[config.mk]
export PLATFORM = sky130hd
export DESIGN_NAME = dasto_top
export DESIGN_NICKNAME = d
export VERILOG_FILES = /design/src/include/dasto_pkg.sv /design/src/design/dasto_axis.sv /design/src/design/dasto_top.sv
export SDC_FILE = /design/constraint.sdc
export NUM_CORES = 1
export LEC_CHECK = 0
export ABC_CLOCK_PERIOD_IN_PS = 2800
export BUFFER_PORTS_ARGS = -buffer_cell sky130_fd_sc_hd__buf_2
export CAP_MARGIN = 10
export CORE_MARGIN = 1.5
export CORE_UTILIZATION = 45
export CTS_CLUSTER_SIZE = 28
export DETAILED_ROUTE_END_ITERATION = 12
export MAX_ROUTING_LAYER = met4
export SYNTH_ARGS = -nofsm -noshare
export SYNTH_HDL_FRONTEND = slang
export SYNTH_SLANG_ARGS = --single-unit
export TNS_END_PERCENT = 100
[constraint.sdc]
create_clock -name clk -period 2.8 [get_ports clk]
set_input_delay 0.28 -clock clk [delete_from_list [all_inputs] [get_ports clk]]
set_output_delay 0.28 -clock clk [all_outputs]
set_load 0.05 [all_outputs]
[src/include/dasto_pkg.sv]
// package: constants and types for the dual-axis torque-off unit
package dasto_pkg;

  // ****************************************************************
  // timing
  // ****************************************************************
  localparam int unsigned CLK_HZ = 125000000;
  localparam int unsigned PULSE_TOL_US = 1000;
  localparam int unsigned FILT_CYC = PULSE_TOL_US * (CLK_HZ / 1000000) + 1;
  localparam int unsigned RESP_MAX_MS = 10;
  localparam int unsigned RESP_MAX_CYC = RESP_MAX_MS * (CLK_HZ / 1000);
  localparam int unsigned TICK_MS = 100;
  localparam int unsigned TICK_CYC = TICK_MS * (CLK_HZ / 1000);
  localparam int unsigned FILT_W = 18;
  localparam int unsigned TICK_W = 24;
  localparam int unsigned DLY_W = 9;

  // delay choices in 100 ms ticks: 0, 1.4, 2.8, 5.6, 9.8, 30.8 s
  localparam logic [DLY_W-1:0] DLY_0 = 9'h000;
  localparam logic [DLY_W-1:0] DLY_1P4 = 9'h00E;
  localparam logic [DLY_W-1:0] DLY_2P8 = 9'h01C;
  localparam logic [DLY_W-1:0] DLY_5P6 = 9'h038;
  localparam logic [DLY_W-1:0] DLY_9P8 = 9'h062;
  localparam logic [DLY_W-1:0] DLY_30P8 = 9'h134;

  localparam logic [2:0] SEL_0 = 3'h0;
  localparam logic [2:0] SEL_1P4 = 3'h1;
  localparam logic [2:0] SEL_2P8 = 3'h2;
  localparam logic [2:0] SEL_5P6 = 3'h3;
  localparam logic [2:0] SEL_9P8 = 3'h4;
  localparam logic [2:0] SEL_30P8 = 3'h5;

  typedef enum logic [1:0] {
    DASTO_OFF = 2'b00,
    DASTO_RUN = 2'b01,
    DASTO_DLY = 2'b10
  } dasto_state_e;

  // one axis: inputs as seen at the pins (1 = contact closed)
  typedef struct packed {
    logic req_first;
    logic req_second;
    logic release_in;
    logic status_in;
  } dasto_axin_s;

  typedef struct packed {
    logic out_first;
    logic out_second;
    logic mon_first;
    logic mon_second;
  } dasto_axout_s;

endpackage : dasto_pkg

[src/design/dasto_axis.sv]
// one independent torque-off axis channel
`timescale 1ns/1ns
module dasto_axis #(
  parameter logic HAS_5P6 = 1'b1
) (
  input wire logic clk,
  input wire logic srst,
  input wire dasto_pkg::dasto_axin_s pins,
  input wire logic [2:0] delay_sel,
  input wire logic tick,
  output dasto_pkg::dasto_axout_s outs,
  output logic shutoff_state,
  output logic drive_released
);

  // ****************************************************************
  // two-flop synchronisers
  // ****************************************************************
  logic [3:0] sync1;
  logic [3:0] sync2;
  logic [2:0] sel1;
  logic [2:0] sel2;
  always_ff @(posedge clk) begin
    sync1 <= pins;
    sync2 <= sync1;
    sel1 <= delay_sel;
    sel2 <= sel1;
  end

  wire logic req_ok = sync2[3] & sync2[2];
  wire logic rel_now = sync2[1];
  wire logic status_now = sync2[0];

  // ****************************************************************
  // test pulse filter
  // ****************************************************************
  logic [dasto_pkg::FILT_W-1:0] open_cnt;
  logic shut_req;
  wire logic filt_full =
    (open_cnt >= dasto_pkg::FILT_W'(dasto_pkg::FILT_CYC - 1));
  always_ff @(posedge clk) begin
    if (srst || req_ok) begin
      open_cnt <= '0;
    end else if (!filt_full) begin
      open_cnt <= open_cnt + 1'b1;
    end
  end
  // open beyond the pulse window is a shutdown request
  assign shut_req = !req_ok && filt_full;

  // ****************************************************************
  // release edge and delay
  // ****************************************************************
  logic rel_q;
  always_ff @(posedge clk) begin
    if (srst) rel_q <= 1'b0;
    else rel_q <= rel_now;
  end
  wire logic rel_fall = rel_q & ~rel_now;

  logic [dasto_pkg::DLY_W-1:0] dly_sel;
  always_comb begin
    unique case (sel2)
      dasto_pkg::SEL_0: dly_sel = dasto_pkg::DLY_0;
      dasto_pkg::SEL_1P4: dly_sel = dasto_pkg::DLY_1P4;
      dasto_pkg::SEL_2P8: dly_sel = dasto_pkg::DLY_2P8;
      dasto_pkg::SEL_5P6:
        dly_sel = HAS_5P6 ? dasto_pkg::DLY_5P6 : dasto_pkg::DLY_0;
      dasto_pkg::SEL_9P8: dly_sel = dasto_pkg::DLY_9P8;
      dasto_pkg::SEL_30P8: dly_sel = dasto_pkg::DLY_30P8;
      default: dly_sel = dasto_pkg::DLY_0;
    endcase
  end

  // ****************************************************************
  // state machine
  // ****************************************************************
  dasto_pkg::dasto_state_e state;
  dasto_pkg::dasto_state_e next_state;
  logic [dasto_pkg::DLY_W-1:0] dly_cnt;
  logic [dasto_pkg::DLY_W-1:0] next_dly_cnt;

  always_comb begin
    next_state = state;
    next_dly_cnt = dly_cnt;
    unique case (state)
      dasto_pkg::DASTO_OFF: begin
        if (rel_fall && req_ok) next_state = dasto_pkg::DASTO_RUN;
      end
      dasto_pkg::DASTO_RUN: begin
        if (shut_req) begin
          next_dly_cnt = dly_sel;
          next_state = (dly_sel == dasto_pkg::DLY_0) ?
            dasto_pkg::DASTO_OFF : dasto_pkg::DASTO_DLY;
        end
      end
      dasto_pkg::DASTO_DLY: begin
        if (dly_cnt == '0) next_state = dasto_pkg::DASTO_OFF;
        else if (tick) next_dly_cnt = dly_cnt - 1'b1;
      end
      default: next_state = dasto_pkg::DASTO_OFF;
    endcase
  end

  always_ff @(posedge clk) begin
    if (srst) begin
      state <= dasto_pkg::DASTO_OFF;
      dly_cnt <= '0;
    end else begin
      state <= next_state;
      dly_cnt <= next_dly_cnt;
    end
  end

  // ****************************************************************
  // outputs (1 = contact closed)
  // ****************************************************************
  logic drive;
  always_ff @(posedge clk) begin
    if (srst) drive <= 1'b0;
    else drive <= (next_state != dasto_pkg::DASTO_OFF);
  end
  // one driver for the whole struct: copies cannot drift apart
  assign outs = {drive, drive, drive, drive};
  assign shutoff_state = ~drive;
  assign drive_released = status_now;
endmodule : dasto_axis

[src/design/dasto_top.sv]
// top of the dual-axis torque-off unit
`timescale 1ns/1ns
// Functional notes
// - both torque-off outputs of an axis always carry the same value
// - torque-off contacts open in shut-off, closed when released
// - axes A and B are fully independent channels
// - drive status input: open means shut off, closed means released
// - open shutdown input requests shut-off; closed permits driving
// - both monitor outputs of an axis mirror its torque-off channel
// - monitor contacts open in shut-off, closed when released
// - torque-off delay comes from the front-panel selector switches
// - drive-status pin and its duplicate pin are one signal
// - shut-off is left only on a release input falling edge
// - delays 0,1.4,2.8,5.6,9.8,30.8 s; axis B lacks 5.6 s
// - with no delay, outputs open within 10 ms of shutdown
// - test pulses up to 1 ms on shutdown inputs are ignored
module dasto_top (
  input wire logic clk,
  input wire logic srst,
  input wire logic axis_a_shutdown_req_first,
  input wire logic axis_a_shutdown_req_second,
  input wire logic axis_b_shutdown_req_first,
  input wire logic axis_b_shutdown_req_second,
  input wire logic axis_a_release_in,
  input wire logic axis_b_release_in,
  input wire logic axis_a_drive_status_in,
  input wire logic axis_b_drive_status_in,
  input wire logic [2:0] axis_a_delay_selector,
  input wire logic [2:0] axis_b_delay_selector,
  output logic axis_a_shutoff_out_first,
  output logic axis_a_shutoff_out_second,
  output logic axis_b_shutoff_out_first,
  output logic axis_b_shutoff_out_second,
  output logic axis_a_monitor_out_first,
  output logic axis_a_monitor_out_second,
  output logic axis_b_monitor_out_first,
  output logic axis_b_monitor_out_second,
  output logic axis_a_shutoff_state,
  output logic axis_b_shutoff_state,
  output logic axis_a_status_dup,
  output logic axis_b_status_dup
);

  // ****************************************************************
  // shared 100 ms tick for delay counting
  // ****************************************************************
  logic [dasto_pkg::TICK_W-1:0] tick_cnt;
  wire logic tick_wrap =
    (tick_cnt == dasto_pkg::TICK_W'(dasto_pkg::TICK_CYC - 1));
  always_ff @(posedge clk) begin
    if (srst || tick_wrap) tick_cnt <= '0;
    else tick_cnt <= tick_cnt + 1'b1;
  end

  // ****************************************************************
  // axis channels
  // ****************************************************************
  dasto_pkg::dasto_axin_s pins_a;
  dasto_pkg::dasto_axin_s pins_b;
  dasto_pkg::dasto_axout_s outs_a;
  dasto_pkg::dasto_axout_s outs_b;
  logic rel_a;
  logic rel_b;

  assign pins_a = {axis_a_shutdown_req_first, axis_a_shutdown_req_second,
    axis_a_release_in, axis_a_drive_status_in};
  assign pins_b = {axis_b_shutdown_req_first, axis_b_shutdown_req_second,
    axis_b_release_in, axis_b_drive_status_in};

  dasto_axis #(.HAS_5P6(1'b1)) u_axis_a (
    .clk(clk),
    .srst(srst),
    .pins(pins_a),
    .delay_sel(axis_a_delay_selector),
    .tick(tick_wrap),
    .outs(outs_a),
    .shutoff_state(axis_a_shutoff_state),
    .drive_released(rel_a)
  );

  dasto_axis #(.HAS_5P6(1'b0)) u_axis_b (
    .clk(clk),
    .srst(srst),
    .pins(pins_b),
    .delay_sel(axis_b_delay_selector),
    .tick(tick_wrap),
    .outs(outs_b),
    .shutoff_state(axis_b_shutoff_state),
    .drive_released(rel_b)
  );

  assign axis_a_shutoff_out_first = outs_a.out_first;
  assign axis_a_shutoff_out_second = outs_a.out_second;
  assign axis_a_monitor_out_first = outs_a.mon_first;
  assign axis_a_monitor_out_second = outs_a.mon_second;
  assign axis_b_shutoff_out_first = outs_b.out_first;
  assign axis_b_shutoff_out_second = outs_b.out_second;
  assign axis_b_monitor_out_first = outs_b.mon_first;
  assign axis_b_monitor_out_second = outs_b.mon_second;

  // duplicate status pin is the same synchronised signal
  assign axis_a_status_dup = rel_a;
  assign axis_b_status_dup = rel_b;
endmodule : dasto_top

* After elaboration in Yosys (flattened, before gate mapping)
Cells that the tools add are included.
** Word-level totals
- Register bits after elaboration :: 114
- Bits of input ports :: 16
- Output and inout port bits :: 12
- Logic and storage cells :: 95
** Operators by class
- Add/sub/neg operators :: 5
- Magnitude comparators :: 2
- Eq/ne operators :: 20
- Mux-type cells :: 20
- Bitwise gates (word level) :: 8
- Reductions and logical operators :: 21
** Operators with widths (count)
- 9-bit 2-to-1 mux :: 6
- 9-bit case mux with 5 select lines :: 1
- 18-bit by 1-bit adder with 18-bit output, second input constant :: 2
- 18-bit by 17-bit greater-or-equal comparator with 1-bit output, second input constant :: 2
- 9-bit logical NOT :: 4
- 9-bit case mux with 2 select lines :: 2
- 9-bit case mux with 4 select lines :: 1
- 24-bit by 1-bit adder with 24-bit output, second input constant :: 1
- 24-bit == test, second input constant :: 1
- 9-bit by 1-bit subtractor with 9-bit output, second input constant :: 2
- 2-bit 2-to-1 mux :: 8
- 3-bit == test, second input constant :: 4
- 2-bit case mux with 3 select lines :: 2
- 3-bit by 2-bit == test with 1-bit output, second input constant :: 3
- 2-bit inequality test, second input constant :: 4
- 4-bit AND reduction :: 2
- 2-bit nonzero test :: 4
- 3-bit by 1-bit == test with 1-bit output, second input constant :: 2
- 1-bit bitwise AND :: 4
- 2-bit by 1-bit == test with 1-bit output, second input constant :: 2
- 2-bit == test, second input constant :: 2
- 1-bit logical AND :: 4
- 2-bit logical NOT :: 2
- 2-bit by 1-bit inequality test with 1-bit output, second input constant :: 2
- 3 further kinds :: 9

* Logic depth before layout (Yosys ltp)
Gate-level depths: netlist of run 1.
- Depth in word-level cells :: 7
- Depth in mapped cells :: 8

* Cells and area by module
A second synthesis of run 1 with hierarchy kept.
** Unflattened totals
- Cells, all modules :: 590
- Area total of the unflattened synthesis :: 5316.3 um2
** Modules (own cells, without submodules)
- dasto_axis at u_axis_a :: instances 1, cells each 250, area an instance 2200.9 um2, sequential area each 900.9 um2
- dasto_axis at u_axis_b :: instances 1, cells each 212, area an instance 1953.1 um2, sequential area each 900.9 um2
- dasto_top :: instances 1, cells each 128, area an instance 1162.4 um2, sequential area each 480.5 um2

* Worst setup path before layout of run 1
OpenSTA, ideal clock, no wires.
- Kind :: reg2reg
- Start point :: register tick_cnt[1] (netlist bit)
- End point :: register u_axis_b.dly_cnt[4] (netlist bit)
- Setup time :: 0.117 ns
- Arrival :: 2.126 ns
- Setup slack :: 0.556 ns
- Cell stages (with the launch flop) :: 9
- Period minus slack after synthesis :: 2.244 ns
- Cells stage by stage :: dfxtp_1 -> ha_1 -> clkbuf_1 -> and2_1 -> nand4_1 -> or3_1 -> buf_2 -> o2bb2ai_1 -> a32o_1
** Between the ends
- Longest elaborated chain between the ends :: 3
** Ends and longest elaborated chain
- start: declaration :: line dasto_top.sv:47 : logic [dasto_pkg::TICK_W-1:0] tick_cnt;
- start signal: assignment :: line dasto_top.sv:52 : else tick_cnt <= tick_cnt + 1'b1;
- 24-bit == test :: line dasto_top.sv:49 : (tick_cnt == dasto_pkg::TICK_W'(dasto_pkg::TICK_CYC - 1));
- 2-bit inequality test (no line)
- 4-bit AND reduction (no line)
- end signal: assignment :: line dasto_axis.sv:111 : dly_cnt <= next_dly_cnt;
- end: declaration :: line dasto_axis.sv:80 : logic [dasto_pkg::DLY_W-1:0] dly_cnt;
No other way between the ends.
A chain may end at the register's enable or synchronous reset.

* Worst setup path after layout of run 1
- Start point :: register u_axis_b.dly_cnt[1] (netlist bit)
- End point :: register u_axis_b.dly_cnt[1] (netlist bit)
** Between the ends
- Longest elaborated chain between the ends :: 4
** Ends and longest elaborated chain
- 9-bit by 1-bit subtractor with 9-bit output :: line dasto_axis.sv:99 : else if (tick) next_dly_cnt = dly_cnt - 1'b1;
- 9-bit 2-to-1 mux :: line dasto_axis.sv:99
- 9-bit 2-to-1 mux :: line dasto_axis.sv:98 : if (dly_cnt == '0) next_state = dasto_pkg::DASTO_OFF;
- 9-bit case mux with 2 select lines :: line dasto_axis.sv:86 : unique case (state)
Parallel ways exist; a longest one is shown, timed or not. The select of a mux whose other input is x is not followed.

==> impl_metrics.tcl, run 1 <==
set metrics [dict create \
    nets 643 \
    power_leakage_uw 0.00221 \
    critPathLaunchType "flip-flop" \
    numCtsBuffers 17 \
    worstSetupEndpointType "flip-flop" \
    rsz0062_at_grt "no" \
    grt_remaining_overflow 0 \
    max_freq_mhz 403 \
    first_iter_violations 197 \
    finClkSkew_ps 6.80 \
    r2r_cells 7 \
    cts_max_level 4 \
    root_buffer "clkbuf_8" \
    post-route-period-util_pct 88.6 \
    cp.required_ps 3220 \
    vdd_drop_max_mv 0.635 \
    layout_common_cells "dfxtp_1, nor2_1, a21oi_1, nand3_1" \
    hold_class "in -> reg" \
    synth.avg_cell_area_sq_um 8.70 \
    hpwl_microns 7020 \
    r2r_setup_slack_ps 320 \
    r2r-start "u_axis_b.dly_cnt[1]$_SDFFE_PP0P_" \
    synth-edff-count 0 \
    period_minus_slack_ps 2480 \
    vias 4305 \
    chipHeight_microns 109 \
    diodes 0 \
    core-area_sq_um 10900 \
    drc 0 \
    hold_path_depth 3 \
    cts_tree "built" \
    drtPass1Iterations 5 \
    port_buffers 27 \
    timing.rr.end "u_axis_b.dly_cnt[1]$_SDFFE_PP0P_" \
    ctsLongestPathBuffers 2 \
    tightest_slew_ps 875 \
    worstSkewPairLatency_ps 530 \
    via_per_inst 5.57 \
    holdWs_ps 237 \
    drive_gt1_share_pct 12.6 \
    cap_viol_max_count 0 \
    min-delay-start "srst" \
    grt_usage_pct 20.5 \
    final_max_slew_viol_count 0 \
    wl_per_cell_microns 13.8 \
    synthDistinctLibCells 60 \
    cts_sinks 114 \
    async_flop_share_pct 0 \
    ys_seq_area_share_pct 45.2 \
    detail-route-antenna-nets 0 \
    ys_ff_latch 114 \
    grt_pass1_vias 4160 \
    hold_viol 0 \
    die_x_microns 109 \
    yosysWarningCount 0 \
    layout_commonest_cell "dfxtp_1" \
    grt_start_max_net_pins 27 \
    routed_wl_microns 10600 \
    fin_setup_tns_ps 0 \
    synth_fp_nets 603 \
    grt_first_pass_wirelength_microns 18400 \
    clk_pin_slew_ps 60 \
    netlist_instances 580 \
    routabilityCongestion 0.793 \
    slew_headroom_pct 41.1 \
    status "complete, no violations" \
    grt_antenna_before_repair 0 \
    cp_max_fo 14 \
    setup_viol 0 \
    io_pins 28 \
    synth_ff_type "dfxtp_1" \
    area_growth_pct 19.4 \
    crit_type "reg -> reg" \
    synthesis.area_sq_um 5040 \
    p_per_area_nw_per_um2 652 \
    rows 38 \
    die_area_sq_um 11900 \
    holdPathEnd "u_axis_b.dly_cnt[0]$_SDFFE_PP0P_" \
    worst_ep_arrival_time_ps 2900 \
    nFillCells 1011 \
    start_util_pct 46.3 \
]
-- per-stage QoR --
stage / power, uW / instance area, sq um / instances / util, % / setup slack [ps]
5_1_grt: 4070 / 6020 / 773 / 55.3 / 91.3
3_3_place_gp: 1830 / 5300 / 727 / 48.7 / 403
4_1_cts: 3980 / 6020 / 773 / 55.3 / 337
2_1_floorplan: 1800 / 5040 / 580 / - / 556
6_report: 3920 / 6020 / 773 / 55.3 / 320
3_5_place_dp: 1840 / 5300 / 727 / 48.7 / 360
-- critical path, cell delays in order, from the launching register on --
cell and delay (ps):
dfxtp_1 320, inv_1 90, ha_1 210, or4b_2 620, o21ai_0 270, or3_1 440, a21oi_1 130, a311oi_1 300
-- synthesized netlist by cell type, drive strengths merged (4+ instances only) --
| master | instances | area [sq um] |
|---|---|---|
| inv | 26 | 97.6 |
| nand2b | 4 | 25.0 |
| and3 | 8 | 50.1 |
| nand3 | 33 | 165 |
| o31ai | 7 | 52.6 |
| dfxtp | 114 | 2280 |
| buf | 8 | 55.1 |
| nand2 | 27 | 101 |
| o32ai | 4 | 35.0 |
| nor2b | 8 | 50.1 |
| xor2 | 22 | 193 |
| a211oi | 6 | 45.0 |
| a31o | 4 | 35.0 |
| nor4 | 17 | 106 |
| a31oi | 5 | 31.3 |
| nand4 | 22 | 138 |
| clkbuf | 24 | 90.1 |
| a21oi | 43 | 215 |
| or4 | 6 | 45.0 |
| or3 | 12 | 80.1 |
| and2 | 4 | 25.0 |
| nor2 | 66 | 248 |
| ha | 7 | 87.6 |
| o21ai | 16 | 80.1 |
| nor4b | 4 | 35.0 |
| nor3 | 9 | 45.0 |
| xnor2 | 23 | 201 |
-- sequential cells by signal, summed over array words and instances, names as in the netlist, 2 cells and up --
signal / count
u_axis_b.sel1: 3
u_axis_b.dly_cnt: 9
u_axis_a.open_cnt: 18
u_axis_a.sync2: 4
u_axis_a.state: 2
u_axis_a.dly_cnt: 9
u_axis_b.sync2: 4
u_axis_b.sync1: 4
u_axis_b.open_cnt: 18
u_axis_a.sel1: 3
tick_cnt: 24
u_axis_b.sel2: 3
u_axis_b.state: 2
u_axis_a.sel2: 3
u_axis_a.sync1: 4
-- where the power goes --
group          switching, uW  total [uW]  leakage (uW)  internal (uW)
sequential              23.4        1680      0.000931           1660
clock                    808        2110      0.000271           1300
combinational           80.4         138       0.00100           57.1
total                    912        3920       0.00221           3010
-- logic make-up after synthesis --
family                     after synthesis  synth area share, %
and+or+nand+nor                        236                 24.7
AOI/OAI and AO/OA                      118                 15.5
DFF                                    114                 45.2
buffers and inverters                   59                 4.89
xor gates and xnor gates                45                 7.81
adders and majority gates                7                 1.74
muxes                                    1                0.198
-- metal layers --
metal,GRT usage (%),wire [microns],vias to the layer above,share of wire (%)
met5,-,0,-,0
li1,-,-,2171,-
met1,23.6,4890,2036,46
met2,32.6,5210,85,49
met3,6.28,398,13,3.7
met4,9.77,142,0,1.3
-- repair_timing --
item                      in CTS  in global routing
hold buffers                  14                  0
setup buffers                  0                  0
hold endpoints to repair      14                  0
gates resized for setup        0                  0
-- layout make-up --
type | instances | area [sq um] | area share, %
multi-input cells | 407 | 2510 | 41.8
flip-flops and latches | 114 | 2280 | 37.9
clock buffers | 18 | 428 | 7.11
repair buffers | 53 | 365 | 6.07
well taps | 140 | 175 | 2.91
clock inverters | 14 | 155 | 2.58
inverters | 27 | 101 | 1.68
-- worst max path at each step --
stage | slack, ps | start | to | depth (start not counted)
detailed placement | 360 | tick_cnt[14]$_SDFF_PP0_ | u_axis_b.dly_cnt[2]$_SDFFE_PP0P_ | 5
global route | 90 | u_axis_b.dly_cnt[0]$_SDFFE_PP0P_ | u_axis_b.dly_cnt[1]$_SDFFE_PP0P_ | 7
floorplan | 560 | tick_cnt[1]$_SDFF_PP0_ | u_axis_b.dly_cnt[4]$_SDFFE_PP0P_ | 8
CTS | 340 | u_axis_b.dly_cnt[1]$_SDFFE_PP0P_ | u_axis_b.dly_cnt[1]$_SDFFE_PP0P_ | 7
global placement | 400 | tick_cnt[14]$_SDFF_PP0_ | u_axis_b.dly_cnt[2]$_SDFFE_PP0P_ | 5
finish | 320 | u_axis_b.dly_cnt[1]$_SDFFE_PP0P_ | u_axis_b.dly_cnt[1]$_SDFFE_PP0P_ | 7
No activity file was read; power rests on OpenSTA's default activity.
==> run 2: changes to the inputs <==
--- a/config.mk
+++ b/config.mk
@@ -5,14 +5,17 @@
 export SDC_FILE = /design/constraint.sdc
 export NUM_CORES = 1
 export LEC_CHECK = 0
-export ABC_CLOCK_PERIOD_IN_PS = 2800
+export ABC_CLOCK_PERIOD_IN_PS = 2000
 export BUFFER_PORTS_ARGS = -buffer_cell sky130_fd_sc_hd__buf_2
 export CAP_MARGIN = 10
+export CELL_PAD_IN_SITES_DETAIL_PLACEMENT = 1
+export CELL_PAD_IN_SITES_GLOBAL_PLACEMENT = 1
 export CORE_MARGIN = 1.5
-export CORE_UTILIZATION = 45
+export CORE_UTILIZATION = 42
 export CTS_CLUSTER_SIZE = 28
 export DETAILED_ROUTE_END_ITERATION = 12
 export MAX_ROUTING_LAYER = met4
+export PLACE_DENSITY_LB_ADDON = 0.1
 export SYNTH_ARGS = -nofsm -noshare
 export SYNTH_HDL_FRONTEND = slang
 export SYNTH_SLANG_ARGS = --single-unit
==> constraint.sdc (replaced) <==
create_clock -name clk -period 2 [get_ports clk]
set_input_delay 0.2 -clock clk [delete_from_list [all_inputs] [get_ports clk]]
set_output_delay 0.2 -clock clk [all_outputs]
set_load 0.05 [all_outputs]
==> run 2 against run 1 <==
Register-to-register slack worse by 420 ps. Flip-flop and latch count stayed put. The flow now finishes with violations (negative setup slack). Via count is 12% higher. Final cell count is 11% higher. Sequential power is 40% higher. First-iteration DRC count is 30% higher. Critical path type unchanged. Non-clock buffer count is 79 higher. Hold slack better by 59 ps. Utilization is 4.7 points higher. Global-route usage is 3.9 points higher. Final area is 15% higher. Critical path depth is 1 lower.
==> impl_metrics.tcl, run 2 (same netlist as run 1, synthesis figures left out) <==
set metrics [dict create \
    hold_viol 0 \
    top_layer_used "met4" \
    min-delay-start "srst" \
    port_buffers 27 \
    cts_max_level 4 \
    hold_class "in -> reg" \
    die_x_microns 113 \
    vias 4812 \
    fin_ws_ps -104 \
    rsz0062_at_grt "yes" \
    diodes 0 \
    ctsLongestPathBuffers 2 \
    cts_tree "built" \
    grt_usage_pct 24.4 \
    nFillCells 1345 \
    vdd_drop_max_mv 0.790 \
    holdPathEnd "u_axis_a.rel_q$_SDFF_PP0_" \
    worstSkewPairLatency_ps 420 \
    critical_path.most_common_cell "or3_4" \
    holdWs_ps 296 \
    route.met3.wl_microns 498 \
    chipHeight_microns 113 \
    wl_per_cell_microns 17.9 \
    critPathLaunchType "flip-flop" \
    grt_first_pass_wirelength_microns 23700 \
    via_per_inst 5.63 \
    grt_remaining_overflow 0 \
    layout_commonest_cell "dfxtp_1" \
    die_area_sq_um 12700 \
    nets 722 \
    hpwl_microns 9360 \
    area_growth_pct 37.6 \
    hold_path_depth 3 \
    fin_cells 855 \
    setup_viol 10 \
    violations "negative setup slack" \
    core-area_sq_um 11600 \
    clk_pin_slew_ps 50 \
    tightest_slew_ps 500 \
    placed_cells 787 \
    p_per_area_nw_per_um2 815 \
    r2r_cells 6 \
    start_util_pct 43.6 \
    grt_pass1_vias 4966 \
    path_cells "or3_1 -> or3_4 -> or3_4 -> buf_6 -> o2bb2ai_2 -> a31o_1" \
    cp_max_fo 7 \
    slew_headroom_pct 65.8 \
    status "complete, but fails checks" \
    first_iter_violations 256 \
    power_leakage_uw 0.00269 \
    worstSetupEndpointType "flip-flop" \
    worst_ep_arrival_time_ps 2420 \
    io_pins 28 \
    period_minus_slack_ps 2100 \
    drive_gt1_share_pct 29.8 \
    drtPass1Iterations 5 \
    r2r_setup_slack_ps -100 \
    detail-route-antenna-nets 0 \
    max_freq_mhz 475 \
    slowest_stage "or3_4" \
    regMostFlops "tick_cnt" \
    root_buffer "clkbuf_16" \
    timing.rr.end "u_axis_b.dly_cnt[2]$_SDFFE_PP0P_" \
    crit_type "reg -> reg" \
    finClkSkew_ps 7.60 \
    routabilityCongestion 0.815 \
    wl_met1_microns 6560 \
    layout_common_cells "dfxtp_1, buf_4, nor2_1, a21oi_1, nand3_1" \
    cts_sinks 114 \
    cp.required_ps 2310 \
    cpPeakStageDelay_ps 410 \
    wl_met2_microns 7830 \
    rows 39 \
    grt_start_max_net_pins 27 \
    routed_wl_microns 15300 \
    reg.largest.list "tick_cnt x24, u_axis_a.open_cnt x18, u_axis_b.open_cnt x18" \
    drc 0 \
    largest_reg_flops 24 \
    numCtsBuffers 17 \
    cap_viol_max_count 0 \
    r2r-start "tick_cnt[8]$_SDFF_PP0_" \
    post-route-period-util_pct 105 \
    grt_antenna_before_repair 0 \
    final_max_slew_viol_count 0 \
]
==> run 2: critical path, delay by kind of cell, from the launching register on <==
kind	cells	cell delay (ps)
AND/OR/NAND/NOR	3	1160
AO/OA/AOI/OAI	2	350
buffers and inverters	1	170
flip-flops	1	310
==> run 2: power by group <==
group	internal, uW	total (uW)	switching (uW)
logic	91.2	228	136
registers	2320	2350	31.1
clock network	1990	3080	1090
==> run 2: cell type report <==
cell class | count | area [sq um] | share of cell area [%]
sequential | 114 | 2300 | 33.1
multi-input combinational | 407 | 2780 | 40.1
tap | 143 | 179 | 2.58
inverter | 27 | 101 | 1.46
clock buffer | 19 | 443 | 6.38
clock inverter | 13 | 159 | 2.29
timing repair buffer | 132 | 980 | 14.1
==> run 2: per-stage QoR <==
| stage | TNS (ps) | total power (uW) | util (%) | setup WS (ps) | cell area, sq um |
|---|---|---|---|---|---|
| after floorplan | -47.6 | 2520 | - | -41.9 | 5060 |
| after global placement | -362 | 2590 | 49.8 | -117 | 5760 |
| after detailed placement | -1300 | 2600 | 49.8 | -175 | 5760 |
| after CTS | -657 | 5700 | 57.5 | -105 | 6650 |
| after global routing | -1470 | 5850 | 60.0 | -171 | 6940 |
| final | -652 | 5650 | 60.0 | -104 | 6940 |
==> run 2: repair_timing <==
item | in CTS | in global routing
buffers inserted | 10 | 11
gates cloned | 0 | 1
hold endpoints to repair | 14 | 0
setup endpoints to repair | 18 | 22
hold buffers | 14 | 0
gates resized for setup | 23 | 47
pin swaps | 9 | 18
==> run 2: worst max path at each step <==
stage                                 startpoint                          endpoint  slack, ps  cells after the start
final                     tick_cnt[8]$_SDFF_PP0_  u_axis_b.dly_cnt[2]$_SDFFE_PP0P_       -100                      6
after detailed placement  tick_cnt[8]$_SDFF_PP0_  u_axis_b.dly_cnt[2]$_SDFFE_PP0P_       -180                      5
after CTS                 tick_cnt[8]$_SDFF_PP0_  u_axis_b.dly_cnt[6]$_SDFFE_PP0P_       -100                      6
after floorplan           tick_cnt[8]$_SDFF_PP0_  u_axis_b.dly_cnt[4]$_SDFFE_PP0P_        -40                      7
after global placement    tick_cnt[8]$_SDFF_PP0_  u_axis_b.dly_cnt[2]$_SDFFE_PP0P_       -120                      5
after global routing      tick_cnt[8]$_SDFF_PP0_  u_axis_b.dly_cnt[1]$_SDFFE_PP0P_       -170                      6
==> run 2: layer usage <==
metal	global-route usage, %	up-vias
met1	26.8	2364
met5	-	-
met2	41.2	89
li1	-	2328
met3	6.91	31
met4	11.1	0
